**config.mk**
```make
export PLATFORM = sky130hd
export DESIGN_NAME = wdt_ctrl_arm
export DESIGN_NICKNAME = d
export VERILOG_FILES = /design/src/shared/wdt_pkg.sv /design/src/rtl/wdt_period_counter.sv /design/src/rtl/wdt_ctrl_arm.sv
export VERILOG_INCLUDE_DIRS = /design/src /design/src/shared
export SDC_FILE = /design/constraint.sdc
export NUM_CORES = 1
export LEC_CHECK = 0
export BUFFER_PORTS_ARGS = -buffer_cell sky130_fd_sc_hd__buf_2
export CAP_MARGIN = 0
export CORE_MARGIN = 3
export CORE_UTILIZATION = 57
export CTS_CLUSTER_SIZE = 30
export DETAILED_ROUTE_END_ITERATION = 7
export GPL_ROUTABILITY_DRIVEN = 0
export GPL_TIMING_DRIVEN = 1
export PLACE_DENSITY = 0.81
export SLEW_MARGIN = 15
export SYNTH_ARGS = -nofsm -noshare
export SYNTH_HDL_FRONTEND = slang
export SYNTH_SLANG_ARGS = --single-unit
```
**constraint.sdc**
```tcl
create_clock -name clk_i -period 3.6 [get_ports clk_i]
set_clock_uncertainty 0.15 [all_clocks]
set_input_delay 0.36 -clock clk_i [delete_from_list [all_inputs] [get_ports clk_i]]
set_output_delay 0.36 -clock clk_i [all_outputs]
set_load 0.02 [all_outputs]
```
**src/shared/wdt_defs.svh**
```systemverilog
// register indices, field positions, key values and reset values of the watchdog
`ifndef WDT_DEFS_SVH
`define WDT_DEFS_SVH

// ---------------------------------------------------------------
// register indices (byte address = 4 * index)
// ---------------------------------------------------------------
`define WDT_IDX_CTRL 8'h3c
`define WDT_IDX_TEST_A 8'h3d
`define WDT_IDX_TEST_B 8'h3e
`define WDT_IDX_ARM 8'h3f
`define WDT_IDX_TEST_C 8'h40
`define WDT_IDX_STAT 8'h41
`define WDT_IDX_MASK 8'h42
`define WDT_IDX_CFG 8'h43

// ---------------------------------------------------------------
// control and configuration register fields
// ---------------------------------------------------------------
`define WDT_CTRL_WIN 7
`define WDT_CTRL_DBG 6
`define WDT_CTRL_WMASK 5
`define WDT_CTRL_RATE_HI 2
`define WDT_CTRL_RATE_LO 0
`define WDT_CFG_CLKSEL 0

// ---------------------------------------------------------------
// rates, keys, events, reset values
// ---------------------------------------------------------------
`define WDT_RATE_OFF 3'h0
`define WDT_RATE_MAX 3'h7
`define WDT_LOG2_R1 5'h0e
`define WDT_LOG2_R2 5'h10
`define WDT_LOG2_R3 5'h12
`define WDT_LOG2_R4 5'h14
`define WDT_LOG2_R5 5'h16
`define WDT_LOG2_R6 5'h17
`define WDT_LOG2_MAX 5'h18
`define WDT_KEY_FIRST 8'h55
`define WDT_KEY_SECOND 8'haa
`define WDT_EV_N 4
`define WDT_RST_RATE 3'h0
`define WDT_RST_WIN 1'h0
`define WDT_RST_BYTE 8'h00
`define WDT_RST_EV 4'h0

`endif

```
**src/shared/wdt_pkg.sv**
```systemverilog
// types shared by the watchdog control and arm block
`default_nettype none
package wdt_pkg;
`include "wdt_defs.svh"

    typedef struct packed {
        logic window;
        logic dbg_stop;
        logic [2:0] rate;
    } ctrl_t;

    typedef struct packed {
        logic restart;
        logic early;
        logic bad_value;
        logic timeout;
    } wdt_events_t;

    typedef enum logic [0:0] {
        ARM_IDLE,
        ARM_SEEN
    } arm_state_t;

endpackage : wdt_pkg

`default_nettype wire

```
**src/rtl/wdt_period_counter.sv**
```systemverilog
// timeout counter with selectable power-of-two period and window flag
`timescale 1ns/1ps
`default_nettype none

module wdt_period_counter #(
    parameter int CNT_W = 24
) (
    input wire logic clk_i,
    input wire logic rst_i,
    input wire logic tick_i,
    input wire logic restart_i,
    input wire logic [4:0] log2_i,
    output logic expired_o,
    output logic win_open_o,
    output logic [CNT_W-1:0] count_o
);

    logic [CNT_W-1:0] count_q;
    logic [CNT_W-1:0] count_d;
    logic expired_q;
    logic [CNT_W:0] one_sh;
    logic [CNT_W:0] mask_full;
    logic [CNT_W-1:0] last;
    logic [CNT_W-1:0] win_start;
    logic at_end;

    if (CNT_W < 2) begin : g_bad_width
        $error("wdt_period_counter: CNT_W too small");
    end

    // ---------------------------------------------------------------
    // period end and start of the last quarter
    // ---------------------------------------------------------------
    assign one_sh = (CNT_W + 1)'(1) << log2_i;
    assign mask_full = one_sh - (CNT_W + 1)'(1);
    assign last = mask_full[CNT_W-1:0];
    assign win_start = last ^ (last >> 2);
    assign at_end = count_q >= last;
    assign count_d = restart_i ? '0 : (tick_i ? (at_end ? '0 : count_q + CNT_W'(1)) : count_q);

    always_ff @(posedge clk_i or posedge rst_i) begin
        if (rst_i) begin
            count_q <= '0;
            expired_q <= 1'b0;
        end else begin
            count_q <= count_d;
            expired_q <= tick_i & ~restart_i & at_end;
        end
    end

    assign expired_o = expired_q;
    assign win_open_o = count_q >= win_start;
    assign count_o = count_q;

endmodule : wdt_period_counter

`default_nettype wire

```
**src/rtl/wdt_ctrl_arm.sv**
```systemverilog
// watchdog control, arm sequence, factory test registers and wishbone slave
`timescale 1ns/1ps
`default_nettype none
`include "wdt_defs.svh"

module wdt_ctrl_arm import wdt_pkg::*; #(
    parameter int ADR_W = 10,
    parameter int CNT_W = 24,
    parameter int PERIOD_SHRINK = 0
) (
    input wire logic clk_i,
    input wire logic rst_i,
    input wire logic wb_cyc_i,
    input wire logic wb_stb_i,
    input wire logic wb_we_i,
    input wire logic [ADR_W-1:0] wb_adr_i,
    input wire logic [3:0] wb_sel_i,
    input wire logic [31:0] wb_dat_i,
    output logic [31:0] wb_dat_o,
    output logic wb_ack_o,
    input wire logic special_mode_i,
    input wire logic debug_active_i,
    input wire logic ref_tick_i,
    input wire logic osc_tick_i,
    output logic wdt_reset_o,
    output logic irq_o
);

    if (ADR_W < 10 || CNT_W < 24 || CNT_W > 30 || PERIOD_SHRINK < 0 || PERIOD_SHRINK > 12)
    begin : g_bad_param
        $error("wdt_ctrl_arm: unsupported parameter value");
    end

    localparam logic [4:0] SHRINK5 = 5'(PERIOD_SHRINK);
    localparam int N_TEST = 3;
    localparam logic [7:0] TEST_IDX [N_TEST] = '{`WDT_IDX_TEST_A, `WDT_IDX_TEST_B,
                                                 `WDT_IDX_TEST_C};

    function automatic logic [4:0] rate_log2(input logic [2:0] rate);
        logic [4:0] l2;
        l2 = `WDT_LOG2_MAX;
        case (rate)
            3'h1: l2 = `WDT_LOG2_R1;
            3'h2: l2 = `WDT_LOG2_R2;
            3'h3: l2 = `WDT_LOG2_R3;
            3'h4: l2 = `WDT_LOG2_R4;
            3'h5: l2 = `WDT_LOG2_R5;
            3'h6: l2 = `WDT_LOG2_R6;
            default: l2 = `WDT_LOG2_MAX;
        endcase
        return l2;
    endfunction : rate_log2

    // ---------------------------------------------------------------
    // bus decode
    // ---------------------------------------------------------------
    logic wb_ack_q;
    logic [31:0] wb_dat_q;
    wire wb_req = wb_cyc_i & wb_stb_i & ~wb_ack_q;
    wire wr = wb_req & wb_we_i & wb_sel_i[0];
    wire [7:0] idx = wb_adr_i[9:2];
    wire [7:0] wdat = wb_dat_i[7:0];
    wire hit_ctrl = idx == `WDT_IDX_CTRL;
    wire hit_arm = idx == `WDT_IDX_ARM;
    wire hit_stat = idx == `WDT_IDX_STAT;
    wire hit_mask = idx == `WDT_IDX_MASK;
    wire hit_cfg = idx == `WDT_IDX_CFG;

    // ---------------------------------------------------------------
    // control register
    // ---------------------------------------------------------------
    ctrl_t ctrl_q;
    ctrl_t ctrl_d;
    logic once_used_q;
    logic clksel_q;
    wire ctrl_wr = wr & hit_ctrl;
    wire wmask = wdat[`WDT_CTRL_WMASK];
    wire [2:0] wrate = wdat[`WDT_CTRL_RATE_HI:`WDT_CTRL_RATE_LO];
    wire wwin = wdat[`WDT_CTRL_WIN];
    wire fields_take = ctrl_wr & ~wmask & (special_mode_i | ~once_used_q);
    wire once_d = once_used_q | (ctrl_wr & ~wmask & ~special_mode_i);
    wire dbg_d = ~ctrl_wr ? ctrl_q.dbg_stop :
                 (special_mode_i ? wdat[`WDT_CTRL_DBG] : (ctrl_q.dbg_stop | wdat[`WDT_CTRL_DBG]));
    wire [2:0] rate_new = special_mode_i ? wrate
                          : ((wrate != `WDT_RATE_OFF) ? wrate : ctrl_q.rate);
    wire win_new = special_mode_i ? wwin : (ctrl_q.window | wwin);
    assign ctrl_d.rate = fields_take ? rate_new : ctrl_q.rate;
    assign ctrl_d.window = fields_take ? win_new : ctrl_q.window;
    assign ctrl_d.dbg_stop = dbg_d;

    // restart sources
    wire dbg_rise = ~ctrl_q.dbg_stop & dbg_d;
    wire field_restart = fields_take & ((wrate != `WDT_RATE_OFF) | wwin);
    wire special_restart = ctrl_wr & special_mode_i;
    wire cfg_wr = wr & hit_cfg;
    wire clksel_chg = cfg_wr & (wdat[`WDT_CFG_CLKSEL] != clksel_q);

    always_ff @(posedge clk_i or posedge rst_i) begin
        if (rst_i) begin
            ctrl_q <= '{window: `WDT_RST_WIN, dbg_stop: 1'b0, rate: `WDT_RST_RATE};
            once_used_q <= 1'b0;
            clksel_q <= 1'b0;
        end else begin
            ctrl_q <= ctrl_d;
            once_used_q <= once_d;
            clksel_q <= cfg_wr ? wdat[`WDT_CFG_CLKSEL] : clksel_q;
        end
    end

    // ---------------------------------------------------------------
    // effective mode and watchdog clock
    // ---------------------------------------------------------------
    wire enabled = ctrl_q.rate != `WDT_RATE_OFF;
    wire override = enabled & debug_active_i & ~ctrl_q.dbg_stop & special_mode_i;
    wire [2:0] eff_rate = override ? `WDT_RATE_MAX : ctrl_q.rate;
    wire eff_window = ~override & ctrl_q.window;
    wire [4:0] cnt_log2 = rate_log2(eff_rate) - SHRINK5;
    wire halt = debug_active_i & ctrl_q.dbg_stop;
    wire wd_tick = clksel_q ? osc_tick_i : ref_tick_i;
    wire cnt_tick = wd_tick & enabled & ~halt;

    // ---------------------------------------------------------------
    // arm sequence
    // ---------------------------------------------------------------
    arm_state_t arm_st_q;
    arm_state_t arm_st_d;
    wire cnt_expired;
    wire win_open;
    wire [CNT_W-1:0] cnt_val;
    wire arm_wr = wr & hit_arm & enabled;
    wire early = arm_wr & eff_window & ~win_open;
    wire key1 = wdat == `WDT_KEY_FIRST;
    wire key2 = wdat == `WDT_KEY_SECOND;
    wire bad_val = arm_wr & ~early & ~key1 & ~key2;
    wire arm_done = arm_wr & ~early & key2 & (arm_st_q == ARM_SEEN);
    wire reset_req = cnt_expired | bad_val | early;
    wire restart = field_restart | special_restart | dbg_rise | clksel_chg | arm_done;
    wire cnt_restart = restart | reset_req | ~enabled;

    always_comb begin
        arm_st_d = arm_st_q;
        case (arm_st_q)
            ARM_IDLE: begin
                if (arm_wr & ~early & key1) begin
                    arm_st_d = ARM_SEEN;
                end
            end
            ARM_SEEN: begin
                arm_st_d = ARM_SEEN;
            end
            default: begin
                arm_st_d = ARM_IDLE;
            end
        endcase
        if (restart | reset_req) begin
            arm_st_d = ARM_IDLE;
        end
    end

    always_ff @(posedge clk_i or posedge rst_i) begin
        if (rst_i) begin
            arm_st_q <= ARM_IDLE;
        end else begin
            arm_st_q <= arm_st_d;
        end
    end

    wdt_period_counter #(
        .CNT_W(CNT_W)
    ) u_cnt (
        .clk_i(clk_i),
        .rst_i(rst_i),
        .tick_i(cnt_tick),
        .restart_i(cnt_restart),
        .log2_i(cnt_log2),
        .expired_o(cnt_expired),
        .win_open_o(win_open),
        .count_o(cnt_val)
    );

    // ---------------------------------------------------------------
    // factory test registers
    // ---------------------------------------------------------------
    logic [N_TEST-1:0][7:0] test_q;
    logic [N_TEST-1:0] hit_test;
    logic [7:0] test_rd;

    for (genvar i = 0; i < N_TEST; i++) begin : g_test
        assign hit_test[i] = idx == TEST_IDX[i];
        always_ff @(posedge clk_i or posedge rst_i) begin
            if (rst_i) begin
                test_q[i] <= `WDT_RST_BYTE;
            end else if (wr & hit_test[i] & special_mode_i) begin
                test_q[i] <= wdat;
            end
        end
    end

    always_comb begin
        test_rd = `WDT_RST_BYTE;
        for (int k = 0; k < N_TEST; k++) begin
            test_rd = test_rd | (hit_test[k] ? test_q[k] : `WDT_RST_BYTE);
        end
    end

    // ---------------------------------------------------------------
    // event status, mask and interrupt
    // ---------------------------------------------------------------
    wdt_events_t stat_q;
    wdt_events_t stat_d;
    wdt_events_t ev;
    logic [`WDT_EV_N-1:0] mask_q;
    logic irq_q;
    logic wdt_reset_q;
    wire [`WDT_EV_N-1:0] w1c = (wr & hit_stat) ? wdat[`WDT_EV_N-1:0] : `WDT_RST_EV;
    wire [`WDT_EV_N-1:0] mask_d = (wr & hit_mask) ? wdat[`WDT_EV_N-1:0] : mask_q;
    assign ev = '{restart: arm_done, early: early, bad_value: bad_val, timeout: cnt_expired};
    // set wins over a clear in the same cycle
    assign stat_d = ev | (stat_q & ~w1c);

    always_ff @(posedge clk_i or posedge rst_i) begin
        if (rst_i) begin
            stat_q <= `WDT_RST_EV;
            mask_q <= `WDT_RST_EV;
            irq_q <= 1'b0;
            wdt_reset_q <= 1'b0;
        end else begin
            stat_q <= stat_d;
            mask_q <= mask_d;
            irq_q <= |(stat_d & mask_d);
            wdt_reset_q <= reset_req;
        end
    end

    // ---------------------------------------------------------------
    // read data and acknowledge
    // ---------------------------------------------------------------
    wire [7:0] ctrl_rd = {ctrl_q.window, ctrl_q.dbg_stop, 3'h0, ctrl_q.rate};
    wire [7:0] rd_byte = hit_ctrl ? ctrl_rd :
                         hit_stat ? {4'h0, stat_q} :
                         hit_mask ? {4'h0, mask_q} :
                         hit_cfg ? {7'h00, clksel_q} :
                         test_rd; // arm and unmapped read zero

    always_ff @(posedge clk_i or posedge rst_i) begin
        if (rst_i) begin
            wb_ack_q <= 1'b0;
            wb_dat_q <= 32'h0000_0000;
        end else begin
            wb_ack_q <= wb_req;
            wb_dat_q <= (wb_req & ~wb_we_i) ? {24'h00_0000, rd_byte} : 32'h0000_0000;
        end
    end

    assign wb_ack_o = wb_ack_q;
    assign wb_dat_o = wb_dat_q;
    assign irq_o = irq_q;
    assign wdt_reset_o = wdt_reset_q;
endmodule : wdt_ctrl_arm

`default_nettype wire

```
======== Yosys cells after proc, flatten, opt, wreduce, memory -nomap -nowiden ========
Cells that the tools add are included.
word-level totals
  register bits after elaboration ......... 76
  input port bits ......................... 55
  output and inout port bits .............. 35
  logic and storage cells ................. 148
cells by class
  add/sub/neg operators ................... 2
  magnitude comparators ................... 2
  equal/unequal tests ..................... 17
  shift operators ......................... 1
  muxes and demuxes ....................... 24
  bitwise operators ....................... 76
  reduce and logical (&&, ||, !) cells .... 6
operator list
  kind                   number
  $mux 24                3
  $mux 8                 8
  $ge 24x24->1           2
  $and 1x1->1            41
  $eq 8x7->1 const B     5
  $eq 8x6->1 const B     4
  $pmux 5 s6             1
  $add 24x1->24 const B  1
  $shl 1x5->24 const A   1
  $sub 24x1->24 const B  1
  $xor 24x22->24         1
  $or 8x8->8             2
  $not 1->1              15
  $or 1x1->1             13
  $eq 3x3->1 const B     3
  $mux 3                 3
  $and 4x4->4            2
  $eq 8x8->1 const B     1
  $mux 4                 2
  $eq 3x2->1 const B     2
  $mux 1                 6
  $reduce_bool 3->1      2
  $not 4->4              1
  $or 4x4->4             1
  other kinds (6)        7

======== Longest topological paths before layout ========
Gate-level depths: netlist (run 1).
  depth after elaboration ................. 24
  depth in mapped cells ................... 16
  gate-level depth less buffers ........... 13

======== By module ========
A second synthesis (run 1) with hierarchy kept.
unflattened totals
  cell total of the unflattened synthesis .. 667
  area total of the unflattened synthesis .. 5870.6 µm²
by module, submodules not included
  module              instances  cells each  area an instance (µm²)  sequential area each (µm²)
  wdt_period_counter  1          386         2965.3                  625.6
  wdt_ctrl_arm        1          281         2905.3                  1276.2

======== Least setup slack after synthesis (run 1) ========
OpenSTA, ideal clock, no wires.
  path type ............................... register to register
  start ................................... register ctrl_q[3] in the netlist's numbering
  end ..................................... register u_cnt.count_q[13], in the netlist u_cnt.count_o[13]
  library setup time ...................... 0.082 ns
  arrival ................................. 2.954 ns
  path slack .............................. 0.414 ns
  stages on the path, launching flop included .. 15
  cells stage by stage .................... dfrtp_1 > nand3b_1 > clkbuf_1 > nor2b_1 > nand3_1 > nand2_1 > xnor2_1 > ha_1 > a21o_1 > a21oi_1 > o2111ai_1 > a21oi_2 > clkbuf_1 > nand3_1 > a31oi_1
between the ends
  word-level cells in the longest chain between the ends .. 21
  elaborated cells on any way between the ends .. 45
ends and longest elaborated chain
  what                                          line                                      source
  from (decl)                                   wdt_ctrl_arm.sv:72                        ctrl_t ctrl_q;
  from (signal assigned)                        wdt_ctrl_arm.sv:100                       ctrl_q <= '{window: `WDT_RST_WIN, dbg_stop: 1'b0, rate: `WDT_RST_RATE};
  from (signal assigned)                        wdt_ctrl_arm.sv:104                       ctrl_q <= ctrl_d;
  $not 1->1                                     wdt_ctrl_arm.sv:92, wdt_ctrl_arm.sv:114
  $and 1x1->1 (2 in series)                     wdt_ctrl_arm.sv:114                       wire override = enabled & debug_active_i & ~ctrl_q.dbg_stop & special_mode_i;
  $mux 3                                        wdt_ctrl_arm.sv:115                       wire [2:0] eff_rate = override ? `WDT_RATE_MAX : ctrl_q.rate;
  $eq 3x3->1, or another cell as far along      wdt_ctrl_arm.sv:42                        case (rate)
  $pmux 5 s6                                    wdt_ctrl_arm.sv:42
  $shl 1x5->24                                  wdt_period_counter.sv:34                  assign one_sh = (CNT_W + 1)'(1) << log2_i;
  $sub 24x1->24                                 wdt_period_counter.sv:35                  assign mask_full = one_sh - (CNT_W + 1)'(1);
  $xor 24x22->24                                wdt_period_counter.sv:37                  assign win_start = last ^ (last >> 2);
  $ge 24x24->1                                  wdt_period_counter.sv:52                  assign win_open_o = count_q >= win_start;
  $not 1->1                                     wdt_ctrl_arm.sv:131                       wire early = arm_wr & eff_window & ~win_open;
  $and 1x1->1                                   wdt_ctrl_arm.sv:131
  $not 1->1                                     wdt_ctrl_arm.sv:134, wdt_ctrl_arm.sv:135
  $and 1x1->1                                   wdt_ctrl_arm.sv:134, wdt_ctrl_arm.sv:135
  $and 1x1->1 (2 in series)                     wdt_ctrl_arm.sv:134                       wire bad_val = arm_wr & ~early & ~key1 & ~key2;
  $or 1x1->1 (2 in series)                      wdt_ctrl_arm.sv:136                       wire reset_req = cnt_expired | bad_val | early;
  $or 1x1->1 (2 in series)                      wdt_ctrl_arm.sv:138                       wire cnt_restart = restart | reset_req | ~enabled;
  $mux 24 or $reduce_bool 2->1 (tied branches)  -
  to (signal assigned)                          wdt_period_counter.sv:46                  count_q <= count_d;
  to (decl)                                     wdt_period_counter.sv:18                  logic [CNT_W-1:0] count_q;
Several ways; a longest one is shown, not always the timed one. The select of a mux whose other input is x is not followed.
A chain may end at the register's enable or synchronous reset.

======== Worst setup path in the final report (run 1) ========
  start ................................... register ctrl_q[0] in the netlist's numbering
  end ..................................... register u_cnt.count_q[22], in the netlist u_cnt.count_o[22]
between the ends
  word-level cells in the longest chain between the ends .. 22
  elaborated cells on any way between the ends .. 41
ends and longest elaborated chain
  what                                          line
  $reduce_bool 3->1 (no source line)            -
  $and 1x1->1 (3 in series)                     wdt_ctrl_arm.sv:114
  $mux 3                                        wdt_ctrl_arm.sv:115
  $eq 3x3->1, or another cell as far along      wdt_ctrl_arm.sv:42
  $pmux 5 s6                                    wdt_ctrl_arm.sv:42
  $shl 1x5->24                                  wdt_period_counter.sv:34
  $sub 24x1->24                                 wdt_period_counter.sv:35
  $xor 24x22->24                                wdt_period_counter.sv:37
  $ge 24x24->1                                  wdt_period_counter.sv:52
  $not 1->1                                     wdt_ctrl_arm.sv:131
  $and 1x1->1                                   wdt_ctrl_arm.sv:131
  $not 1->1                                     wdt_ctrl_arm.sv:134, wdt_ctrl_arm.sv:135
  $and 1x1->1                                   wdt_ctrl_arm.sv:134, wdt_ctrl_arm.sv:135
  $and 1x1->1 (2 in series)                     wdt_ctrl_arm.sv:134
  $or 1x1->1 (2 in series)                      wdt_ctrl_arm.sv:136
  $or 1x1->1 (2 in series)                      wdt_ctrl_arm.sv:138
  $mux 24 or $reduce_bool 2->1 (tied branches)  -
Several ways; a longest one is shown, not always the timed one. The select of a mux whose other input is x is not followed.

==> flow_metrics.tcl, run 1 <==
set metrics [dict create \
    outcome "finished, final reports clean" \
    grt_antenna_before_repair 0 \
    finalSetupViolations 0 \
    p_int_mw 1.460 \
    cp.buffers_inverters 1 \
    detail_route.wl_per_cell_um 17.64 \
    cts_root_buffer "clkbuf_8" \
    power_mw 2.392 \
    cp_max_fo 26 \
    hold_violations 0 \
    pin_count 90 \
    max-vdd-ir-drop_v 0.0003400 \
    cts_resized 0 \
    fmax_mhz 301.0 \
    drt-initial-drc-count 310 \
    grt_pass1_wl_um 21390 \
    hold_class "in2reg" \
    crit_family "compound AO/OA/AOI/OAI gates" \
    mostFrequentLayoutCell "dfrtp_1" \
    cp_common_cell "o21ai_0" \
    synth_top_cells_by_area "dfrtp_1, ha_1, nand4_1, buf_4, nand3_1" \
    fp.dieArea_um2 10400 \
    min_from "wb_dat_i[3]" \
    synth_area_um2 5250 \
    ctsHtreeMaxLevel 3 \
    grt_max_degree 35 \
    syn-mean-instance-area_um2 8.898 \
    crit_chain "or2_2 > o21ai_0 > a21oi_1 > a31o_2 > ha_1 > o21ai_0 > a211oi_1 > o31a_1 > o31ai_4 > buf_4 > o2111ai_1 > a31oi_1" \
    max-cap-violations 0 \
    synth_seq_cells 76 \
    syn_inst 590 \
    async_flop_share 1.000 \
    synth_warnings 0 \
    use_met1 0.3190 \
    core_area_um2 8848 \
    p_switching_mw 0.9322 \
    die_w_um 102.0 \
    synth_area_leader_cell "dfrtp_1" \
    report.final.slew_viol_count 0 \
    hpwl_um 9326 \
    routed_wirelength_um 13040 \
    globalRouteOverflowTotal 0 \
    slew_headroom 0.4161 \
    rsz0062_at_grt "no" \
    clock_latency_ns 0.36 \
    cp_slowest_cell "dfrtp_1" \
    cp_data_arrival_time_ns 3.41 \
    cts_buffer_depth 2 \
    cp-end-kind "register" \
    diodes 0 \
    vias 4738 \
    slowest_delay_ns 0.39 \
    fin_crit_ns 3.323 \
    grt_pass1_vias 4586 \
    place_ws_ns 0.1453 \
    min_period_over_period 0.9230 \
    die_y_um 102.0 \
    clk_pin_slew_worst_paths_ns 0.09 \
    fin_ws_ns 0.2772 \
    final_layout_size_suffix_gt1_frac 0.1585 \
    synthFlopType "dfrtp_1" \
    layout_common_cells "dfrtp_1, nand2_1, nor2_1, nand3_1, buf_2" \
    cts_made_buffers 9 \
    worstSetupPathType "reg2reg" \
    worst_pin_slew_ns 0.8707 \
    p_per_area_nw_per_um2 422.9 \
    synth.top_cell.area_share 0.3622 \
    critPathRequiredTime_ns 3.69 \
    viasPerCell 6.411 \
    port_buffers 36 \
    finalSetupTns_ns 0 \
    top_usage_layer "met2" \
    initial_core_util 0.5933 \
    pwr-share-comb 0.290 \
    cts.sinks 76 \
    antenna_left 0 \
    drc_errors 0 \
    rr_startpoint "ctrl_q[0]$_DFFE_PP0P_" \
    cts_tree "yes" \
    nets 712 \
    crit_start "ctrl_q[0]$_DFFE_PP0P_" \
    ys_seq_area_frac 0.3622 \
    rows 34 \
    globalRouteTotalUtil 0.2552 \
    start_kind "register" \
    use_met3 0.04164 \
    switching_share 0.3897 \
    clkPwrFrac 0.256 \
    timing.hold.ws_ns 0.1544 \
    first_pass_iters 5 \
    synth_cell_types 62 \
    syn_to_final_growth_pct 7.746 \
    leakagePower_nw 2.661 \
    grtUsageMet2 0.4433 \
    synth_edf_count 0 \
    p_seq_frac 0.454 \
]
==> kinds of logic (layout without fill, tap and decap cells) <==
kind of cell | count (synthesis) | after routing | synth area share
AND/OR/NAND/NOR | 231 | 231 | 0.2317
buffers and inverters | 82 | 92 | 0.08532
XOR/XNOR | 4 | 4 | 0.006674
multiplexers | 34 | 34 | 0.07102
other | 2 | 32 | 0.001430
flip-flops | 76 | 76 | 0.3622
AO/OA/AOI/OAI | 130 | 131 | 0.1678
adder cells (fa/ha/maj) | 31 | 31 | 0.07388
==> layout make-up <==
type                       count  area, um^2
clock buffer                   9       123.9
clock inverter                 7       56.30
timing repair buffer          52       315.3
multi-input combinational    463        3034
inverter                      24       90.09
sequential                    76        1902
fill                         739        3192
tap                          108       135.1
==> stage by stage <==
step,instances,util,cell area (um^2)
6_report,739,0.6393,5657
4_1_cts,737,0.6370,5637
5_1_grt,739,0.6393,5657
2_1_floorplan,620,-,5363
3_3_place_gp,720,0.6155,5446
3_5_place_dp,720,0.6155,5446
==> flip-flops by register name (all words and copies together) (netlist names) <==
signal,flops
clksel_q,1
arm_st_q,1
wb_ack_o,1
stat_q,4
wdt_reset_o,1
ctrl_q,5
u_cnt.expired_o,1
once_used_q,1
wb_dat_o,8
irq_o,1
test_q,24
u_cnt.count_o,24
mask_q,4
==> Yosys cell counts (all sizes together), types with 7 or more instances <==
cell type,instances
dfrtp,76
nand2,52
nand3,42
nor2,41
buf,38
nand4,35
ha,31
o21ai,27
mux2,26
inv,24
a21oi,22
a31oi,21
clkbuf,20
nor3,13
o2111ai,9
mux2i,8
nor4,8
a21o,7
a22oi,7
and3,7
==> worst register-to-register path, delay by kind of cell, from the launching register on <==
| family | cells | cell delay (ns) |
|---|---|---|
| and+or+nand+nor | 1 | 0.33 |
| buffers and inverters | 1 | 0.28 |
| adders and majority gates | 1 | 0.33 |
| DFF | 1 | 0.39 |
| AOI/OAI and AO/OA | 9 | 1.72 |
==> power by group through the flow <==
stage / clock network (mW) / registers, mW / logic (mW)
5_1_grt: 0.663 / 1.10 / 0.791
2_1_floorplan: 0 / 1.01 / 0.600
4_1_cts: 0.630 / 1.08 / 0.663
3_5_place_dp: 0 / 1.09 / 0.658
6_report: 0.613 / 1.09 / 0.694
3_3_place_gp: 0 / 1.09 / 0.626
==> what timing repair did <==
action	CTS	global route
buffers inserted	0	1
hold buffers	1	0
hold endpoints to repair	32	0
setup endpoints to repair	0	14
==> path summary, 6_finish.rpt <==
path | endpoint | slack [ns] | cells after the start
max in group asynchronous | ctrl_q[2]$_DFFE_PP0P_ | 2.01 | 4
setup / recovery | u_cnt.count_o[22]$_DFFE_PP0P_ | 0.28 | 12
hold reg to reg | test_q[19]$_DFFE_PP0P_ | 0.34 | 2
setup reg to reg | u_cnt.count_o[22]$_DFFE_PP0P_ | 0.28 | 12
hold / removal | test_q[11]$_DFFE_PP0P_ | 0.15 | 2
min in group asynchronous | test_q[12]$_DFFE_PP0P_ | 0.50 | 3
==> metal layers <==
| layer | vias up | wire (um) | part of all wire |
|---|---|---|---|
| met4 | 0 | 252 | 0.019 |
| met5 | - | 0 | 0 |
| met2 | 196 | 6594 | 0.51 |
| li1 | 2218 | - | - |
| met1 | 2298 | 5380 | 0.41 |
| met3 | 26 | 808 | 0.062 |
(Power assumes the default switching activity.)
==> inputs of run 2 (changes only) <==
Settings changed: BUFFER_PORTS_ARGS -buffer_cell sky130_fd_sc_hd__buf_2 to not set, CORE_UTILIZATION 57 to 62, DONT_BUFFER_PORTS set to 1, PLACE_DENSITY 0.81 to 0.78.
==> run 2 against run 1 <==
Against the previous run: routed wire length rose by 1.8%; register-to-register slack lost 0.04 ns; critical path type unchanged; non-clock buffer count down 30; critical endpoint is now u_cnt.count_o[3]$_DFFE_PP0P_; sequential power hardly changed.
==> flow_metrics.tcl, run 2 (same netlist as run 1, synthesis figures left out) <==
set metrics [dict create \
    outcome "finished, final reports clean" \
    rsz0062_at_grt "no" \
    finalSetupTns_ns 0 \
    report.final.slew_viol_count 0 \
    p_per_area_nw_per_um2 437.3 \
    pin_count 90 \
    rows 32 \
    cts_root_buffer "clkbuf_8" \
    syn_to_final_growth_pct 6.030 \
    finalSetupViolations 0 \
    fmax_mhz 297.1 \
    crit_start "ctrl_q[3]$_DFF_PP0_" \
    slew_headroom 0.4942 \
    hold_violations 0 \
    drt-initial-drc-count 274 \
    clock_latency_ns 0.35 \
    fin_ws_ns 0.2342 \
    r2r_slack_ns 0.23 \
    place_ws_ns 0.1748 \
    ctsHtreeMaxLevel 3 \
    initial_core_util 0.6589 \
    max-vdd-ir-drop_v 0.0003010 \
    timing.rr.end "u_cnt.count_o[3]$_DFFE_PP0P_" \
    routed_wirelength_um 13270 \
    r2r_cells 13 \
    port_buffers 0 \
    cp_max_fo 18 \
    die_y_um 98.02 \
    cts.sinks 76 \
    cts_made_buffers 9 \
    worstSetupPathType "reg2reg" \
    antenna_left 0 \
    final_layout_size_suffix_gt1_frac 0.1033 \
    grt_pass1_wl_um 21460 \
    cp_data_arrival_time_ns 3.45 \
    diodes 0 \
    detail_route.wl_per_cell_um 18.90 \
    nets 681 \
    fin_crit_ns 3.366 \
    clk_pin_slew_worst_paths_ns 0.09 \
    min_period_over_period 0.9349 \
    globalRouteOverflowTotal 0 \
    grt_pass1_vias 4380 \
    drc_errors 0 \
    first_pass_iters 6 \
    core_area_um2 7968 \
    vias 4657 \
    hold_class "in2reg" \
    grt_antenna_before_repair 0 \
    cts_tree "yes" \
    grt_max_degree 61 \
    globalRouteTotalUtil 0.2728 \
    hpwl_um 9190 \
    mostFrequentLayoutCell "dfrtp_1" \
    start_kind "register" \
    die_w_um 98.02 \
    leakagePower_nw 2.540 \
    critPathRequiredTime_ns 3.68 \
    max-cap-violations 0 \
    cp-end-kind "register" \
    layout_common_cells "dfrtp_1, nand2_1, nor2_1, nand3_1, nand4_1" \
    worst_pin_slew_ns 0.7587 \
    cp-endpoint "u_cnt.count_o[3]$_DFFE_PP0P_" \
    cts_buffer_depth 2 \
    viasPerCell 6.634 \
    rr_startpoint "ctrl_q[3]$_DFF_PP0_" \
    fp.dieArea_um2 9608 \
    fillers 657 \
    utilization 0.6986 \
]
[run 2: critical path, stage by stage (launching register included)]
cell and delay [ns]:
dfrtp_1 0.44, nand3b_1 0.20, nor2b_2 0.28, nand3_1 0.27, nand2_1 0.17, xnor2_1 0.08, ha_1 0.29, o2111ai_1 0.16
a211oi_1 0.35, o31a_1 0.26, o31ai_4 0.12, buf_12 0.17, a32oi_1 0.20, a21oi_1 0.10
[run 2: what timing repair did]
| item | CTS | global route |
|---|---|---|
| setup buffers | 0 | 1 |
| hold buffers | 9 | 0 |
| endpoints found under the hold margin | 80 | 0 |
| endpoints found under the setup margin | 0 | 16 |
| gates resized for setup | 0 | 1 |
[run 2: cell type report]
class                           instances  area, um^2  area share
Tap cell                              102       127.6     0.02293
Multi-Input combinational cell        462        3024      0.5433
Inverter                               24       92.59     0.01663
Sequential cell                        76        1902      0.3416
Clock inverter                          6       70.07     0.01259
Timing Repair Buffer                   22       212.7     0.03821
Clock buffer                           10       137.6     0.02472
[run 2: worst min-delay path by stage]
stage                                  end  depth (start not counted)                    from  slack, ns
finish               test_q[2]$_DFFE_PP0P_                          1             wb_dat_i[2]       0.01
global route         test_q[2]$_DFFE_PP0P_                          1             wb_dat_i[2]     0.0002
CTS                   clksel_q$_DFFE_PP0P_                          1             wb_dat_i[0]     0.0006
detailed placement  test_q[22]$_DFFE_PP0P_                          2  test_q[22]$_DFFE_PP0P_       0.32
global placement    test_q[22]$_DFFE_PP0P_                          2  test_q[22]$_DFFE_PP0P_       0.31
floorplan           test_q[17]$_DFFE_PP0P_                          2  test_q[17]$_DFFE_PP0P_       0.30
[run 2: per-layer routing]
layer  track usage  wire length, um
met1        0.3481             5344
met2        0.4372             6476
met3       0.05571             1027
met4        0.1438              419
met5             0                0
[run 2: power breakdown]
part           internal, mW  switching (mW)
clock                 0.344           0.349
sequential            0.925           0.160
combinational         0.272           0.384
total                  1.54           0.893
[run 2: per-stage QoR]
step | power, mW | std cells | hold WS, ns | area (um^2)
final | 2.434 | 702 | 0.01245 | 5567
after global routing | 2.587 | 702 | 0.0002448 | 5567
after CTS | 2.423 | 701 | 0.0005861 | 5543
after detailed placement | 1.721 | 676 | 0.3220 | 5245
after global placement | 1.687 | 676 | 0.3147 | 5245
after floorplan | 1.608 | 620 | 0.2992 | 5363
